File: src/shared/aivr_pkg.sv
package aivr_pkg;

  // ==========================================================
  // Word layout
  localparam int unsigned WORD_W = 16;
  localparam int unsigned VAL_LSB = 3;
  localparam int unsigned ACT_BIT = 2;
  localparam int unsigned ERR_BIT = 1;
  localparam int unsigned OVF_BIT = 0;
  localparam int unsigned CNT_W = 13;
  localparam int unsigned CH_W = 4;
  localparam int unsigned NCH = 16;

  // ==========================================================
  // Count limits
  localparam logic [12:0] UNI_MAX = 13'h0fff;
  localparam logic [12:0] BIP_MAX = 13'h07ff;
  localparam logic [12:0] BIP_MIN = 13'h1800;
  localparam logic [12:0] OFF_MID = 13'h0800;
  localparam logic [12:0] LZ_BASE = 13'h0200;
  localparam logic [12:0] LZ_TOP = 13'h0a00;
  localparam logic [12:0] LZ_OVF = 13'h09ff;
  localparam logic [12:0] MAG_NEG_FULL = 13'h1800;

  // ==========================================================
  // Timing
  localparam int unsigned CLK_MHZ = 125;
  localparam int unsigned TEST_US = 1600;
  localparam int unsigned TEST_CYC = TEST_US * CLK_MHZ;
  localparam int unsigned SLOW0_US = 40000;
  localparam int unsigned SLOW_US = 60000;
  localparam int unsigned SLOW0_CYC = SLOW0_US * CLK_MHZ;
  localparam int unsigned SLOW_CYC = SLOW_US * CLK_MHZ;
  localparam int unsigned FAST_US = 250;
  localparam int unsigned FAST_CYC = FAST_US * CLK_MHZ;

  typedef enum logic [1:0] {
    AIVR_RNG_UNI, AIVR_RNG_BIP, AIVR_RNG_LZ, AIVR_RNG_RTD
  } aivr_range_t;

  typedef enum logic [1:0] {
    AIVR_FMT_TWOS, AIVR_FMT_SMAG, AIVR_FMT_OFFS
  } aivr_fmt_t;

  typedef struct packed {
    logic [CH_W-1:0] chan;
    logic [WORD_W-1:0] word;
  } aivr_result_t;

  typedef struct packed {
    logic measLine;
    logic sensor;
    logic senseLine;
    logic srcPos;
  } aivr_rtd_brk_t;

endpackage

File: src/verilog/aivr_readout.sv
`timescale 1ns/1ps
`default_nettype none
// Function
// RL1: Open input sets error bit 1 and reports value zero.
// RL2: Unipolar counts 0..4095 in bits 15:3, overflow at 4095 and 0.
// RL3: Two's complement -2048..2047 sign-extended, overflow at both ends.
// RL4: Sign-magnitude: sign bit 15, magnitude 14:3; -2048 sets 15,14, overflow.
// RL5: Offset binary: zero maps to 2048, span 0..4095, overflow at ends.
// RL6: Unipolar and live-zero words ignore the bipolar format choice.
// RL7: Live zero spans 512..2560, overflow at 2559 and 0; host subtracts 512.
// RL8: Open detection for 8 or 16 inputs, or 4 or 8 in 8-channel mode.
// RL9: Test current 1.6 ms before conversion; level above limit flags open.
// RL10: External disable plus selector setting suppresses test current.
// RL11: Broken measuring line gives zero and error; sensor/sense only enhanced.
// RL12: Overflow flag kept per channel.
// RL13: Supply-monitor setting flags break in positive source line.
// RL14: Voltage/current setting ignores source-line breaks.
// RL15: Cyclic mode refreshes all channels in rotation.
// RL16: Slow variant conversion about 40 ms at zero input, else 60 ms.
// RL17: Results held per channel, high byte at n, low byte at n+1.
// RL18: Host word write to channel converts only that channel.
// RL19: One module-wide activity flag while selective conversion runs.
// RL20: Host reads result only after activity flag falls.
// RL21: Host must not double-assign input and output addresses.
// RL22: Host discards first selective value after restart.
module aivr_readout #(
  parameter int unsigned TEST_CYCLES = aivr_pkg::TEST_CYC,
  parameter int unsigned SLOW0_CYCLES = aivr_pkg::SLOW0_CYC,
  parameter int unsigned SLOW_CYCLES = aivr_pkg::SLOW_CYC,
  parameter int unsigned FAST_CYCLES = aivr_pkg::FAST_CYC
) (
  input wire logic clock,
  input wire logic rst_b,
  input wire aivr_pkg::aivr_range_t rangeSel,
  input wire aivr_pkg::aivr_fmt_t fmtSel,
  input wire logic chan16Mode,
  input wire logic openDetWide,
  input wire logic openDetEn,
  input wire logic testCurDisablePin,
  input wire logic enhancedVariant,
  input wire logic fastVariant,
  input wire logic rtdSupplyMon,
  input wire logic voltCurMode,
  output logic testCurrentOn,
  output logic [3:0] adcChan,
  output logic adcStart,
  input wire logic adcDone,
  input wire logic [12:0] adcCount,
  input wire logic openLevelPin,
  input wire aivr_pkg::aivr_rtd_brk_t rtdBreakPins,
  input wire logic peripheral_word_write,
  input wire logic [3:0] wrChan,
  input wire logic [4:0] channel_word_location,
  output logic [7:0] rdByte,
  output logic activityFlag,
  output logic resValid,
  input wire logic resReady,
  output aivr_pkg::aivr_result_t resData
);

  // ==========================================================
  // Pin synchronisers
  logic [1:0] openSync_q;
  logic [1:0] disSync_q;
  logic [3:0] brkSync0_q;
  logic [3:0] brkSync1_q;
  always_ff @(posedge clock or negedge rst_b) begin
    if (!rst_b) begin
      openSync_q <= 2'h0;
      disSync_q <= 2'h0;
      brkSync0_q <= 4'h0;
      brkSync1_q <= 4'h0;
    end else begin
      openSync_q <= {openSync_q[0], openLevelPin};
      disSync_q <= {disSync_q[0], testCurDisablePin};
      brkSync0_q <= rtdBreakPins;
      brkSync1_q <= brkSync0_q;
    end
  end
  aivr_pkg::aivr_rtd_brk_t brk;
  assign brk = aivr_pkg::aivr_rtd_brk_t'(brkSync1_q);

  // ==========================================================
  // Sequencer
  typedef enum logic [1:0] {S_IDLE, S_TEST, S_CONV, S_STORE} aivr_st_t;
  aivr_st_t st_q;
  logic [31:0] cnt_q;
  logic [3:0] chan_q;
  logic sel_q;
  logic selPend_q;
  logic [3:0] selChan_q;
  logic openSeen_q;
  logic [12:0] count_q;

  logic [3:0] lastChan;
  logic openWatched;
  logic testSuppress;
  logic bufInReady;
  logic [31:0] convLen;
  assign lastChan = chan16Mode ? 4'hf : 4'h7;
  // Upper half of inputs only watched in wide selection
  assign openWatched = openDetEn &&
    (openDetWide || (chan_q < (chan16Mode ? 4'h8 : 4'h4))); // RL8
  assign testSuppress = disSync_q[1] && !openDetEn; // RL10
  // A level-dependent slow conversion is modelled as a time limit that adcDone can cut short
  assign convLen = fastVariant ? FAST_CYCLES :
    ((count_q == 13'h0000) ? SLOW0_CYCLES : SLOW_CYCLES); // RL16

  always_ff @(posedge clock or negedge rst_b) begin
    if (!rst_b) begin
      st_q <= S_IDLE;
      cnt_q <= 32'h0;
      chan_q <= 4'h0;
      sel_q <= 1'b0;
      selPend_q <= 1'b0;
      selChan_q <= 4'h0;
      openSeen_q <= 1'b0;
      count_q <= 13'h0;
    end else begin
      if (peripheral_word_write) begin
        selPend_q <= 1'b1; // RL18
        selChan_q <= wrChan;
      end else if (st_q == S_IDLE && selPend_q) begin
        selPend_q <= 1'b0;
      end
      unique case (st_q)
        S_IDLE: begin
          sel_q <= selPend_q;
          if (selPend_q) begin
            chan_q <= selChan_q; // RL18
          end
          cnt_q <= 32'h0;
          openSeen_q <= 1'b0;
          // Current flows on every input; the selector only masks the report
          st_q <= testSuppress ? S_CONV : S_TEST; // RL10
        end
        S_TEST: begin
          cnt_q <= cnt_q + 32'h1;
          if (openSync_q[1]) begin
            openSeen_q <= 1'b1; // RL9
          end
          if (cnt_q == TEST_CYCLES - 1) begin
            cnt_q <= 32'h0;
            st_q <= S_CONV;
          end
        end
        S_CONV: begin
          if (adcDone) begin
            count_q <= adcCount;
          end
          cnt_q <= cnt_q + 32'h1;
          if (adcDone || cnt_q >= convLen) begin
            st_q <= S_STORE;
          end
        end
        S_STORE: begin
          if (bufInReady) begin
            st_q <= S_IDLE;
            if (!sel_q) begin
              chan_q <= (chan_q == lastChan) ? 4'h0 : chan_q + 4'h1; // RL15
            end
          end
        end
      endcase
    end
  end
  assign testCurrentOn = (st_q == S_TEST); // RL9
  assign adcChan = chan_q;
  assign adcStart = (st_q == S_CONV) && (cnt_q == 32'h0);

  // ==========================================================
  // Word formatting
  logic rtdErr;
  logic errFlag;
  logic [12:0] val;
  logic [12:0] mag;
  logic [12:0] outBits;
  logic ovf;
  assign rtdErr = (rangeSel == aivr_pkg::AIVR_RNG_RTD) && (brk.measLine ||
    (enhancedVariant && (brk.sensor || brk.senseLine)) ||
    (rtdSupplyMon && !voltCurMode && brk.srcPos)); // RL11 RL13 RL14
  assign errFlag = (openSeen_q && openWatched) || rtdErr; // RL1 RL8
  assign val = errFlag ? 13'h0000 : count_q; // RL1
  assign mag = val[12] ? 13'(-val) : val;
  always_comb begin
    outBits = val;
    ovf = 1'b0;
    unique case (rangeSel)
      aivr_pkg::AIVR_RNG_BIP: begin
        unique case (fmtSel)
          aivr_pkg::AIVR_FMT_SMAG: begin
            outBits = (val == aivr_pkg::BIP_MIN) ? aivr_pkg::MAG_NEG_FULL :
              {val[12], mag[11:0]}; // RL4
          end
          aivr_pkg::AIVR_FMT_OFFS: begin
            outBits = 13'(val + aivr_pkg::OFF_MID); // RL5
          end
          default: begin
            outBits = val; // RL3
          end
        endcase
        ovf = (val == aivr_pkg::BIP_MAX) || (val == aivr_pkg::BIP_MIN); // RL3
      end
      aivr_pkg::AIVR_RNG_LZ: begin
        ovf = (val == aivr_pkg::LZ_OVF) || (val == 13'h0000); // RL7
      end
      default: begin
        ovf = (val == aivr_pkg::UNI_MAX) || (val == 13'h0000); // RL2 RL6
      end
    endcase
  end
  logic [15:0] word;
  assign word = {outBits, 1'b0, errFlag, ovf};

  // ==========================================================
  // Per-channel store and activity flag
  logic [15:0] store_q [aivr_pkg::NCH];
  logic act_q;
  logic storeFire;
  assign storeFire = (st_q == S_STORE) && bufInReady;
  always_ff @(posedge clock or negedge rst_b) begin
    if (!rst_b) begin
      act_q <= 1'b0;
      for (int i = 0; i < aivr_pkg::NCH; i++) begin
        store_q[i] <= 16'h0000;
      end
    end else begin
      if (storeFire) begin
        store_q[chan_q] <= word; // RL12 RL17
      end
      // A write in the closing cycle keeps the flag up
      act_q <= peripheral_word_write ||
        (act_q && !(storeFire && sel_q && !selPend_q)); // RL19
    end
  end
  assign activityFlag = act_q; // RL19
  logic [15:0] rdWord;
  assign rdWord = store_q[channel_word_location[4:1]];
  // Low byte carries the activity bit live, not the stored copy
  assign rdByte = channel_word_location[0] ?
    {rdWord[7:3], act_q, rdWord[1:0]} : rdWord[15:8]; // RL17

  // ==========================================================
  // Two-entry result buffer
  aivr_pkg::aivr_result_t buf_q [2];
  logic [1:0] fill_q;
  logic rdPtr_q;
  logic wrPtr_q;
  logic pushEn;
  logic popEn;
  assign bufInReady = (fill_q != 2'h2);
  assign pushEn = storeFire;
  assign popEn = resValid && resReady;
  assign resValid = (fill_q != 2'h0);
  assign resData = buf_q[rdPtr_q];
  always_ff @(posedge clock or negedge rst_b) begin
    if (!rst_b) begin
      fill_q <= 2'h0;
      rdPtr_q <= 1'b0;
      wrPtr_q <= 1'b0;
      buf_q[0] <= '0;
      buf_q[1] <= '0;
    end else begin
      if (pushEn) begin
        buf_q[wrPtr_q] <= '{chan: chan_q, word: word};
        wrPtr_q <= !wrPtr_q;
      end
      if (popEn) begin
        rdPtr_q <= !rdPtr_q;
      end
      fill_q <= 2'(fill_q + {1'b0, pushEn} - {1'b0, popEn});
    end
  end

  // ==========================================================
  // Checks
  zero_on_open_a: assert property (@(posedge clock) // RL1
    disable iff (!rst_b)
    storeFire && openSeen_q && openWatched |-> word[1] && word[15:3] == 0)
    else $error("open input not zero with error");
  test_suppr_a: assert property (@(posedge clock) // RL10
    disable iff (!rst_b)
    testSuppress && st_q == S_IDLE |=> !testCurrentOn)
    else $error("test current not suppressed");
  act_on_write_a: assert property (@(posedge clock) // RL19
    disable iff (!rst_b)
    peripheral_word_write |=> activityFlag)
    else $error("activity flag missing");
  uni_ovf_a: assert property (@(posedge clock) // RL2
    disable iff (!rst_b)
    rangeSel == aivr_pkg::AIVR_RNG_UNI && !errFlag && count_q == 13'h0fff
    |-> word[0])
    else $error("unipolar overflow missing");
  lz_ovf_a: assert property (@(posedge clock) // RL7
    disable iff (!rst_b)
    rangeSel == aivr_pkg::AIVR_RNG_LZ && !errFlag && count_q == 13'h09ff
    |-> word[0])
    else $error("live zero overflow missing");
  smag_neg_a: assert property (@(posedge clock) // RL4
    disable iff (!rst_b)
    rangeSel == aivr_pkg::AIVR_RNG_BIP && fmtSel == aivr_pkg::AIVR_FMT_SMAG
    && !errFlag && count_q == 13'h1800 |-> word[15:14] == 2'h3 && word[0])
    else $error("sign magnitude full scale wrong");
  test_len_a: assert property (@(posedge clock) // RL9
    disable iff (!rst_b)
    $rose(testCurrentOn) |-> testCurrentOn[*8])
    else $error("test current too short");
  // A stalled receiver must see the same word until it takes it
  res_hold_a: assert property (@(posedge clock)
    disable iff (!rst_b)
    resValid && !resReady |=> resValid && $stable(resData))
    else $error("stalled result changed");

endmodule
`default_nettype wire

File: config.mk
export PLATFORM = sky130hd
export DESIGN_NAME = aivr_readout
export DESIGN_NICKNAME = d
export VERILOG_FILES = /design/src/shared/aivr_pkg.sv /design/src/verilog/aivr_readout.sv
export SDC_FILE = /design/constraint.sdc
export NUM_CORES = 1
export LEC_CHECK = 0
export BUFFER_PORTS_ARGS = -buffer_cell sky130_fd_sc_hd__buf_2
export CORE_UTILIZATION = 65
export DETAILED_ROUTE_END_ITERATION = 6
export PLACE_DENSITY = 0.86
export SETUP_SLACK_MARGIN = 0.1
export SLEW_MARGIN = 10
export SYNTH_ARGS = -nofsm -noshare
export SYNTH_HDL_FRONTEND = slang
export SYNTH_SLANG_ARGS = --single-unit
File: constraint.sdc
create_clock -name clock -period 9.1 [get_ports clock]
set_input_delay 1.82 -clock clock [delete_from_list [all_inputs] [get_ports clock]]
set_output_delay 1.82 -clock clock [all_outputs]
set_load 0.05 [all_outputs]
# == Yosys cells after proc, flatten, opt, wreduce, memory -nomap -nowiden ==
# Cells that the tools add are included.
# op_classes
addsub,6
order_cmp,8
n_eq_ne,21
muxes,39
n_bitwise,4
n_reduce_logical,45
# op_table
op,n
bitwise mux 256 bit,1
one-hot mux 32 bit (3 select lines),1
two-way mux 20 bit,4
binary-select mux 16 bit (select 4 bit),1
demux 16 bit (select 4 bit),1
two-way mux 16 bit,3
bitwise mux 40 bit,1
two-way mux 13 bit,3
adder 32 x 1 -> 32 bit (second input constant),1
== test 32 x 18 -> 1 bit (second input constant),1
greater-or-equal comparator 32 x 23 -> 1 bit,1
logical NOT 32 bit,1
two-way mux 32 bit,1
== test 13 x 12 -> 1 bit (second input constant),2
logical NOT 13 bit,2
one-hot mux 13 bit (2 select lines),1
two-way mux 4 bit,6
two-way mux 23 bit,1
two-way mux 22 bit,1
demux 20 bit (select 1 bit),1
logical AND 1 bit,16
adder 13 x 12 -> 13 bit (second input constant),1
== test 13 x 11 -> 1 bit (second input constant),1
== test 13 bit (second input constant),1
31 further kinds,70
# word_totals
register_bits,371
input_bits,44
output_inout_bits,36

# == Longest topological paths before layout ==
# Gate-level depths: netlist (run 1).
# logic_depth
ltp_word,13
depth_mapped,19
depth_no_buf,14

# == Least setup slack after synthesis (run 1) ==
# Ideal clock, no wire load.
# synth_path
path_kind,input port to output port
from,input channel_word_location[1]
to,output rdByte[0]
arrival_ns,3.922
required_ns,7.280
path_slack_ns,3.358
cell_stages,5
path_cell_list,clkbuf_1 > buf_1 > mux4_2 > mux4_2 > mux2_2
# synth_between
elab_chain_len,5
# synth_rtl
item,line_no,source
start: declaration,aivr_readout.sv:53,"input wire logic [4:0] channel_word_location,"
inverter 4 -> 5 bit (implied by the code),aivr_readout.sv:238,assign rdWord = store_q[channel_word_location[4:1]];
binary-select mux 16 bit (select 4 bit),aivr_readout.sv:238,
two-way mux 16 bit (implied by the code) (2 in a row),aivr_readout.sv:238,
two-way mux 8 bit,aivr_readout.sv:240,assign rdByte = channel_word_location[0] ?
end: declaration,aivr_readout.sv:54,"output logic [7:0] rdByte,"
# Every way passes these cells. The select of a mux whose other input is x is not followed.

# == Worst setup path after layout (run 1) ==
# layout_path
from,input channel_word_location[1]
to,output rdByte[2]
# Same word-level chain as after synthesis.

==> qor.yml, run 1 <==
setup_viol: 0
dr.pass1.iters: 6
slew_violations: 0
fin_crit_sh_pct: 70.2
h-tree-depth: 2
critPathArrivalTime_ns: 4.57
slowest_stage: "mux4_2"
synth_fp_nets: 1619
ant_nets: 0
path_cells: "buf_4 > buf_4 > mux4_2 > mux4_2 > mux2_2 > buf_2"
final.setup.tns_ns: 0
tritoncts: "yes"
rows: 58
synth.most_common_cell: "dfrtp_1"
synth_area_per_cell_um2: 11.0
tightestPinTransition_ns: 1.31
slew_headroom_pct: 12.2
synthTopCellsByArea: "dfrtp_1 (52%), mux4_2 (10%), o21ai_0 (7.1%)"
grt_antenna_before_repair: 2
timing.fmax_ghz: 0.157
totalWireLength_um: 43600
fill_cells: 1653
gr-total-overflow: 0
cp.required_ns: 7.28
avgRoutedWirePerCell_um: 22.6
cts_root_buffer: "clkbuf_16"
io_buffers: 78
syn-instance-count: 1540
clk-insertion-delay-late_ns: 0.53
drive_gt1_share_pct: 22.5
grt_setup_unrepaired: "no"
hold_viol: 0
p_leak_nw: 8.48
numCtsBuffers: 38
synth_enable_flop_cells: 0
final_nets: 1648
die_x_um: 163
post-dp-hpwl_um: 25900
finalCriticalPeriod_ns: 6.39
grt_pass1_wl_um: 69100
die_h_um: 163
critPathCaptureType: "output pin"
hold_class: "reg2reg"
synth_seq_cells: 353
cts_post_setup_buffers_inserted: 0
grt_start_max_net_pins: 165
ctsHoldBuffers: 0
worst-path-max-fanout: 34
initial_core_util_pct: 66.7
clock_sinks: 353
outcome: "completed"
final_core_util_pct: 73.7
clock-skew-final_ns: 0.0120
slowest_delay_ns: 0.59
drc: 0
netlist_area_um2: 16900
vias: 12700
synth_cell_types: 78
crit_type: "in2out"
async_flop_share_pct: 100
worstSetupStartpointType: "primary input"
area_delta_synth_final_pct: 10.5
powerDensity_nw_per_um2: 176
coreArea_um2: 25400
ioPinCount: 80
gp_congestion: 0.894
synth.top_cell.area_share_pct: 52.2
vdd_drop_max_mv: 0.162
synth_seq_area_share_pct: 52.2
synthFlopType: "dfrtp_1"
first_global_vias: 13300
clkTransAtPathRegs_ns: 0.06
synth_commonest_cells: "dfrtp_1 (353), nand2_1 (302), o21ai_0 (240)"
cts-resized-gates: 0
cts.path.max_buffers: 3
yosys_warnings: 0
viasPerCell: 6.61
drt_iter0_drc: 1072
gr-usage-all-layers_pct: 34.1
maxCapViolations: 0
synth_top_area_cell: "dfrtp_1"
die_area_um2: 26700
==> flip-flops by register name (all words and copies together), names as in the netlist, 2 cells and up <==
register    flops
openSync_q      2
brk             4
count_q        13
buf_q          38
selChan_q       4
st_q            2
adcChan         4
disSync_q       2
fill_q          2
store_q       240
brkSync0_q      4
cnt_q          32
==> layout make-up <==
type,count,area [µm²],share of cell area [%]
diodes,1,2.50,0.0134
clock buffers,59,1170,6.26
clock inverters,9,80.1,0.428
inverters,30,113,0.602
multi-input cells,1050,7550,40.4
flip-flops and latches,353,8830,47.2
well taps,330,413,2.21
repair buffers,96,551,2.94
==> layout by cell type, fill, tap and decap left out, types with 12 or more instances in the layout <==
cell type / count
nand3_1: 21
inv_1: 30
buf_4: 18
and3_1: 15
nand4_1: 18
o21ai_2: 24
mux4_2: 75
dfrtp_1: 353
nor2_1: 32
o21ai_0: 240
nand2_1: 301
clkbuf_8: 12
buf_2: 76
o21ai_1: 44
a21oi_1: 15
mux2_2: 85
ha_1: 35
clkbuf_16: 39
==> logic make-up (layout without fill, tap and decap cells) <==
| kind of cell | after synthesis | in the layout | share of synthesized area [%] |
|---|---|---|---|
| compound gates | 386 | 386 | 13.3 |
| xor+xnor | 7 | 7 | 0.362 |
| fa+ha+maj | 35 | 35 | 2.59 |
| buf+inv | 137 | 194 | 3.34 |
| flops | 353 | 353 | 52.2 |
| mux | 165 | 165 | 15.9 |
| other cells | 1 | 2 | 0.0222 |
| simple gates | 456 | 456 | 12.3 |
==> final timing paths <==
check	depth (start not counted)	from	slack (ns)	endpoint
worst max-delay path	6	channel_word_location[1]	2.71	rdByte[2]
max in group asynchronous	2	rst_b	6.32	cnt_q[18]
worst min-delay path	0	brkSync0_q[1]	0.34	brk[1]
worst max register to register	13	adcChan[3]	4.26	store_q[117]
min in group asynchronous	1	rst_b	1.38	store_q[217]
worst min register to register	0	brkSync0_q[1]	0.34	brk[1]
==> power breakdown <==
group          total [mW]  leakage [nW]  switching (mW)  internal [mW]
Sequential           1.61          3.63          0.0240           1.58
Combinational       0.147          4.23          0.0903         0.0566
Clock                1.54         0.619           0.627          0.914
==> per-layer routing <==
| metal | vias to the layer above | GRT usage [%] | routed length [µm] |
|---|---|---|---|
| met5 | - | 0 | 13 |
| met4 | 2 | 20.9 | 2540 |
| met3 | 199 | 7.16 | 3460 |
| met2 | 679 | 56.7 | 21600 |
| met1 | 6298 | 40.9 | 16000 |
| li1 | 5566 | - | - |
==> worst max-delay path, delay by kind of cell <==
kind     cells  cell delay (ns)
buf+inv      3             1.31
mux          3             1.40
==> through the flow <==
stage	setup WS, ns	power [mW]	area (µm²)	hold WS [ns]	instances
2_1_floorplan	3.36	1.72	16900	0.331	1540
3_3_place_gp	2.76	1.78	17500	0.333	1859
3_5_place_dp	2.72	1.78	17500	0.335	1859
4_1_cts	2.71	3.31	18700	0.344	1927
5_1_grt	2.53	3.38	18700	0.350	1928
6_report	2.71	3.29	18700	0.344	1928
Note: power is estimated with default switching activity, not from simulation.
==> run 2: changes to the inputs <==
--- a/config.mk
+++ b/config.mk
@@ -6,9 +6,9 @@
 export NUM_CORES = 1
 export LEC_CHECK = 0
 export BUFFER_PORTS_ARGS = -buffer_cell sky130_fd_sc_hd__buf_2
-export CORE_UTILIZATION = 65
+export CORE_UTILIZATION = 56
 export DETAILED_ROUTE_END_ITERATION = 6
-export PLACE_DENSITY = 0.86
+export PLACE_DENSITY = 0.79
 export SETUP_SLACK_MARGIN = 0.1
 export SLEW_MARGIN = 10
 export SYNTH_ARGS = -nofsm -noshare
==> constraint.sdc (replaced) <==
create_clock -name clock -period 5.2 [get_ports clock]
set_input_delay 1.04 -clock clock [delete_from_list [all_inputs] [get_ports clock]]
set_output_delay 1.04 -clock clock [all_outputs]
set_load 0.05 [all_outputs]
==> run 2 against run 1 <==
  * Clock skew grew 0.0081 ns
  * Power grew 81%
  * Wire length is 3.4% lower
  * Register-to-register slack got worse by 3.5 ns
  * First-iteration DRC count down 2.3%
  * Global-route usage fell by 5.8 points
  * Core utilization fell by 9.8 points
  * Final area is 1.4% higher
  * Final cell count rose by 3.6%
  * Non-clock buffer count increased by 11
  * Via count shrank 2.8%
==> qor.yml, run 2 (synthesis results as in run 1) <==
outcome: "completed"
r2r_cells: 11
cts_post_setup_buffers_inserted: 0
vdd_drop_max_mv: 0.356
powerDensity_nw_per_um2: 313
post-dp-hpwl_um: 26100
totalWireLength_um: 42100
crit_cells: 11
final_nets: 1659
drt_iter0_drc: 1047
die_x_um: 176
slowest_stage: "a2111oi_0"
ant_nets: 0
worstSetupStartpointType: "flip-flop"
fin_crit_sh_pct: 86.0
critPathCaptureType: "flip-flop"
gr-usage-met1_pct: 36.2
top_usage_layer: "met2"
clock_sinks: 353
cts.path.max_buffers: 3
pre_cts_slack_ns: 0.733
h-tree-depth: 2
top_regs: "store_q: 240 flops, buf_q: 38 flops, cnt_q: 32 flops"
gr-usage-met3_pct: 4.91
path_cells: "or4_1 > nor3_1 > a31oi_1 > inv_1 > ha_1 > a21o_1 > a2111oi_0 > nand4b_1 > a211oi_1 > nor3_2 > mux2_2"
critPathTopFamily: "compound AO/OA/AOI/OAI gates"
dr.pass1.iters: 5
final_cell_mix: "dfrtp_1 (353), nand2_1 (302), o21ai_0 (240), mux2_2 (85), buf_2 (76)"
initial_core_util_pct: 57.0
post-place-cells: 1930
drc: 0
clock-skew-final_ns: 0.0201
whs_ns: 0.343
vias: 12400
hold_class: "reg2reg"
ctsHoldBuffers: 0
hold_depth: 0
die_area_um2: 30900
hold_viol: 0
final_common_cell: "dfrtp_1"
gr-total-overflow: 0
rows: 63
die_h_um: 176
use_met2_pct: 48.1
r2r_start: "count_q[5]"
avgRoutedWirePerCell_um: 21.1
io_buffers: 78
grt_setup_unrepaired: "no"
tritoncts: "yes"
worst-path-max-fanout: 10
cp.required_ns: 5.60
cts-resized-gates: 0
drive_gt1_share_pct: 23.1
numCtsBuffers: 38
top_register: "store_q"
min_from: "brkSync0_q[2]"
grt_start_max_net_pins: 138
fin_cells: 1997
antennaDiodeCount: 0
fill_cells: 2219
setup_viol: 0
first_global_vias: 12800
timing.fmax_ghz: 0.224
postLayoutSetupSlackWorst_ns: 0.727
tightestPinTransition_ns: 1.26
gp_congestion: 0.912
clkTransAtPathRegs_ns: 0.06
cp.buffers_inverters: 1
finalCriticalPeriod_ns: 4.47
critPathLaunch: "count_q[5]"
largest_reg_flops: 240
viasPerCell: 6.21
slew_headroom_pct: 15.8
maxCapViolations: 0
p_leak_nw: 8.58
gr-usage-all-layers_pct: 28.3
critPathArrivalTime_ns: 4.88
crit_type: "reg2reg"
area_delta_synth_final_pct: 12.1
slowest_delay_ns: 0.85
cts_root_buffer: "clkbuf_16"
grt_pass1_wl_um: 67800
grt_antenna_before_repair: 0
coreArea_um2: 29700
clk-insertion-delay-late_ns: 0.54
final.setup.tns_ns: 0
slew_violations: 0
p_total_mw: 5.95
ioPinCount: 80
[run 2: cell count changes in the layout (fill, tap and decap cells not counted), moves of 2 or more]
cell / previous run / this run
buf_4: 18 / 26
bufinv_16: 1 / 5
clkbuf_1: 8 / 4
buf_12: 1 / 4
inv_6: 1 / 3
[run 2: area by class of cell]
cell class / instances / area, µm² / area share, %
tap: 390 / 488 / 2.57
inverter: 30 / 113 / 0.593
sequential: 353 / 8830 / 46.5
multi-input combinational: 1050 / 7550 / 39.7
timing repair buffer: 107 / 671 / 3.53
clock inverter: 14 / 218 / 1.15
clock buffer: 53 / 1120 / 5.89
[run 2: worst reg2reg max path, stage by stage (launching register included)]
cell	delay, ns
dfrtp_1	0.49
or4_1	0.59
nor3_1	0.45
a31oi_1	0.24
inv_1	0.23
ha_1	0.28
a21o_1	0.18
a2111oi_0	0.85
nand4b_1	0.29
a211oi_1	0.38
nor3_2	0.11
mux2_2	0.28
[run 2: power breakdown]
group	internal [mW]	switching (mW)	leakage, nW
clock network	1.75	1.12	0.663
logic	0.103	0.163	4.29
registers	2.77	0.0436	3.63
[run 2: final timing paths]
kind / end / slack, ns
setup / recovery: st_q[1] / 0.73
hold / removal: brk[2] / 0.34
setup reg to reg: st_q[1] / 0.73
hold reg to reg: brk[2] / 0.34
max in group asynchronous: store_q[127] / 3.32
min in group asynchronous: store_q[182] / 0.64
[run 2: per-stage QoR]
stage | instance area [µm²] | utilization, %
floorplan | 16900 | -
global placement | 17700 | 59.4
detailed placement | 17700 | 59.4
CTS | 19000 | 63.9
global route | 19000 | 63.9
finish | 19000 | 63.9
[run 2: per-layer routing]
metal	share of wire (%)	up-vias
li1	-	5592
met1	40	6244
met2	50	448
met3	6.4	109
met4	3.4	0
met5	0	-
==> run 3: changes to the inputs <==
--- a/config.mk
+++ b/config.mk
@@ -6,7 +6,10 @@
 export NUM_CORES = 1
 export LEC_CHECK = 0
 export BUFFER_PORTS_ARGS = -buffer_cell sky130_fd_sc_hd__buf_2
-export CORE_UTILIZATION = 56
+export CELL_PAD_IN_SITES_DETAIL_PLACEMENT = 0
+export CELL_PAD_IN_SITES_GLOBAL_PLACEMENT = 2
+export CORE_ASPECT_RATIO = 0.9
+export CORE_UTILIZATION = 38
 export DETAILED_ROUTE_END_ITERATION = 6
 export PLACE_DENSITY = 0.79
 export SETUP_SLACK_MARGIN = 0.1
==> run 3 against run 2 <==
  * Core utilization is 20 points lower
  * Global-route usage is 7.1 points lower
  * Clock power is 6% lower
  * Sequential cell count stayed put
  * First-iteration DRC count is 28% lower
  * Sequential share of layout area is 0.56 points lower
  * Maximum frequency is 5.1% higher
  * Largest power group is now sequential cells
  * Highest routed layer unchanged
==> qor.yml, run 3 (synthesis results as in run 1) <==
rows: 72
pre_cts_slack_ns: 0.667
final_core_util_pct: 44.3
h-tree-depth: 2
swShare_pct: 23.5
ioPinCount: 80
powerDensity_nw_per_um2: 301
p_clk_share_pct: 46.7
placed_cell_area_um2: 18000
die_area_um2: 45400
top_regs: "store_q: 240 flops, buf_q: 38 flops, cnt_q: 32 flops"
die_h_um: 202
seqCellArea_um2: 8830
fill_cells: 4185
seq_power_share_pct: 48.6
die_x_um: 224
p_int_mw: 4.43
finalCriticalPeriod_ns: 4.26
vdd_drop_max_mv: 0.220
coreArea_um2: 43400
fin_crit_sh_pct: 81.8
ctsHoldBuffers: 0
grt_start_max_net_pins: 133
critPathArrivalTime_ns: 3.22
final.setup.tns_ns: 0
cts.path.max_buffers: 3
cp.required_ns: 4.16
vias: 12000
final_area_um2: 19200
critPathCaptureType: "output pin"
antennaDiodeCount: 0
post-dp-hpwl_um: 29100
cts_root_buffer: "clkbuf_16"
tritoncts: "yes"
dr.pass1.iters: 5
maxCapViolations: 0
clock-skew-final_ns: 0.0213
grt_antenna_before_repair: 0
grt_setup_unrepaired: "no"
timing.fmax_ghz: 0.235
numCtsBuffers: 40
gp_congestion: 0.838
setup_viol: 0
final_nets: 1668
drive_gt1_share_pct: 23.4
postLayoutSetupSlackWorst_ns: 0.945
initial_core_util_pct: 39.0
fin_cells: 2208
clkTransAtPathRegs_ns: 0.05
grt_pass1_wl_um: 73500
hold_viol: 0
area_delta_synth_final_pct: 13.5
cts-resized-gates: 0
gr-total-overflow: 0
drc: 0
worstSetupStartpointType: "primary input"
ant_nets: 0
largest_reg_flops: 240
gr-usage-all-layers_pct: 21.2
tightestPinTransition_ns: 1.06
final_cell_mix: "dfrtp_1 (353), nand2_1 (302), o21ai_0 (240), mux2_2 (85), buf_2 (76)"
viasPerCell: 5.42
avgRoutedWirePerCell_um: 21.1
slew_violations: 0
p_comb_share_pct: 4.7
p_switching_mw: 1.36
multiInputGateArea_um2: 7550
crit_type: "in2out"
cts_post_setup_buffers_inserted: 0
hold_class: "reg2reg"
clk-insertion-delay-late_ns: 0.56
slew_headroom_pct: 29.4
totalWireLength_um: 46500
first_global_vias: 12200
top_register: "store_q"
drt_iter0_drc: 750
io_buffers: 78
final_common_cell: "dfrtp_1"
p_leak_nw: 8.57
clock_sinks: 353
post-place-cells: 2139
worst-path-max-fanout: 17
outcome: "completed"
[run 3: worst paths after layout]
path | start | endpoint | slack [ns] | depth (start not counted)
max reg2reg | count_q[5] | st_q[1] | 0.98 | 12
min | disSync_q[0] | disSync_q[1] | 0.35 | 0
min in group asynchronous | rst_b | store_q[243] | 0.44 | 1
max | channel_word_location[1] | rdByte[5] | 0.94 | 6
max in group asynchronous | rst_b | store_q[41] | 3.62 | 2
min reg2reg | disSync_q[0] | disSync_q[1] | 0.35 | 0
[run 3: worst max-delay path, cell delays in order]
cell    delay, ns
buf_4        0.18
buf_4        0.38
mux4_2       0.57
mux4_2       0.51
mux2_2       0.29
buf_2        0.21
[run 3: power groups by stage]
stage          Clock (mW)  Combinational (mW)  Sequential (mW)
3_3_place_gp            0               0.278             2.86
4_1_cts              2.79               0.283             2.81
6_report             2.71               0.273             2.81
5_1_grt              2.88               0.304             2.82
2_1_floorplan           0               0.177             2.83
3_5_place_dp            0               0.282             2.86
[run 3: final cells by class]
class                      instances  area share [%]
timing repair buffer             114            3.83
clock buffer                      56            6.05
sequential                       353            46.0
multi-input combinational       1050            39.3
clock inverter                    13           0.443
tap                              592            3.85
inverter                          30           0.586
[run 3: per-layer routing]
metal  track usage [%]  vias to the layer above  wire [µm]  part of all wire (%)
li1                  -                     5625          -                     -
met1              32.1                     6029      22900                    49
met2              31.5                      245      20700                    44
met3              3.29                       66       1960                   4.2
met4              5.86                        0        990                   2.1
met5                 0                        -          0                     0
[run 3: through the flow]
stage / hold slack (ns) / total power, mW
final: 0.347 / 5.79
after global routing: 0.356 / 6.00
after CTS: 0.349 / 5.89
after detailed placement: 0.336 / 3.15
after global placement: 0.334 / 3.14
after floorplan: 0.331 / 3.00
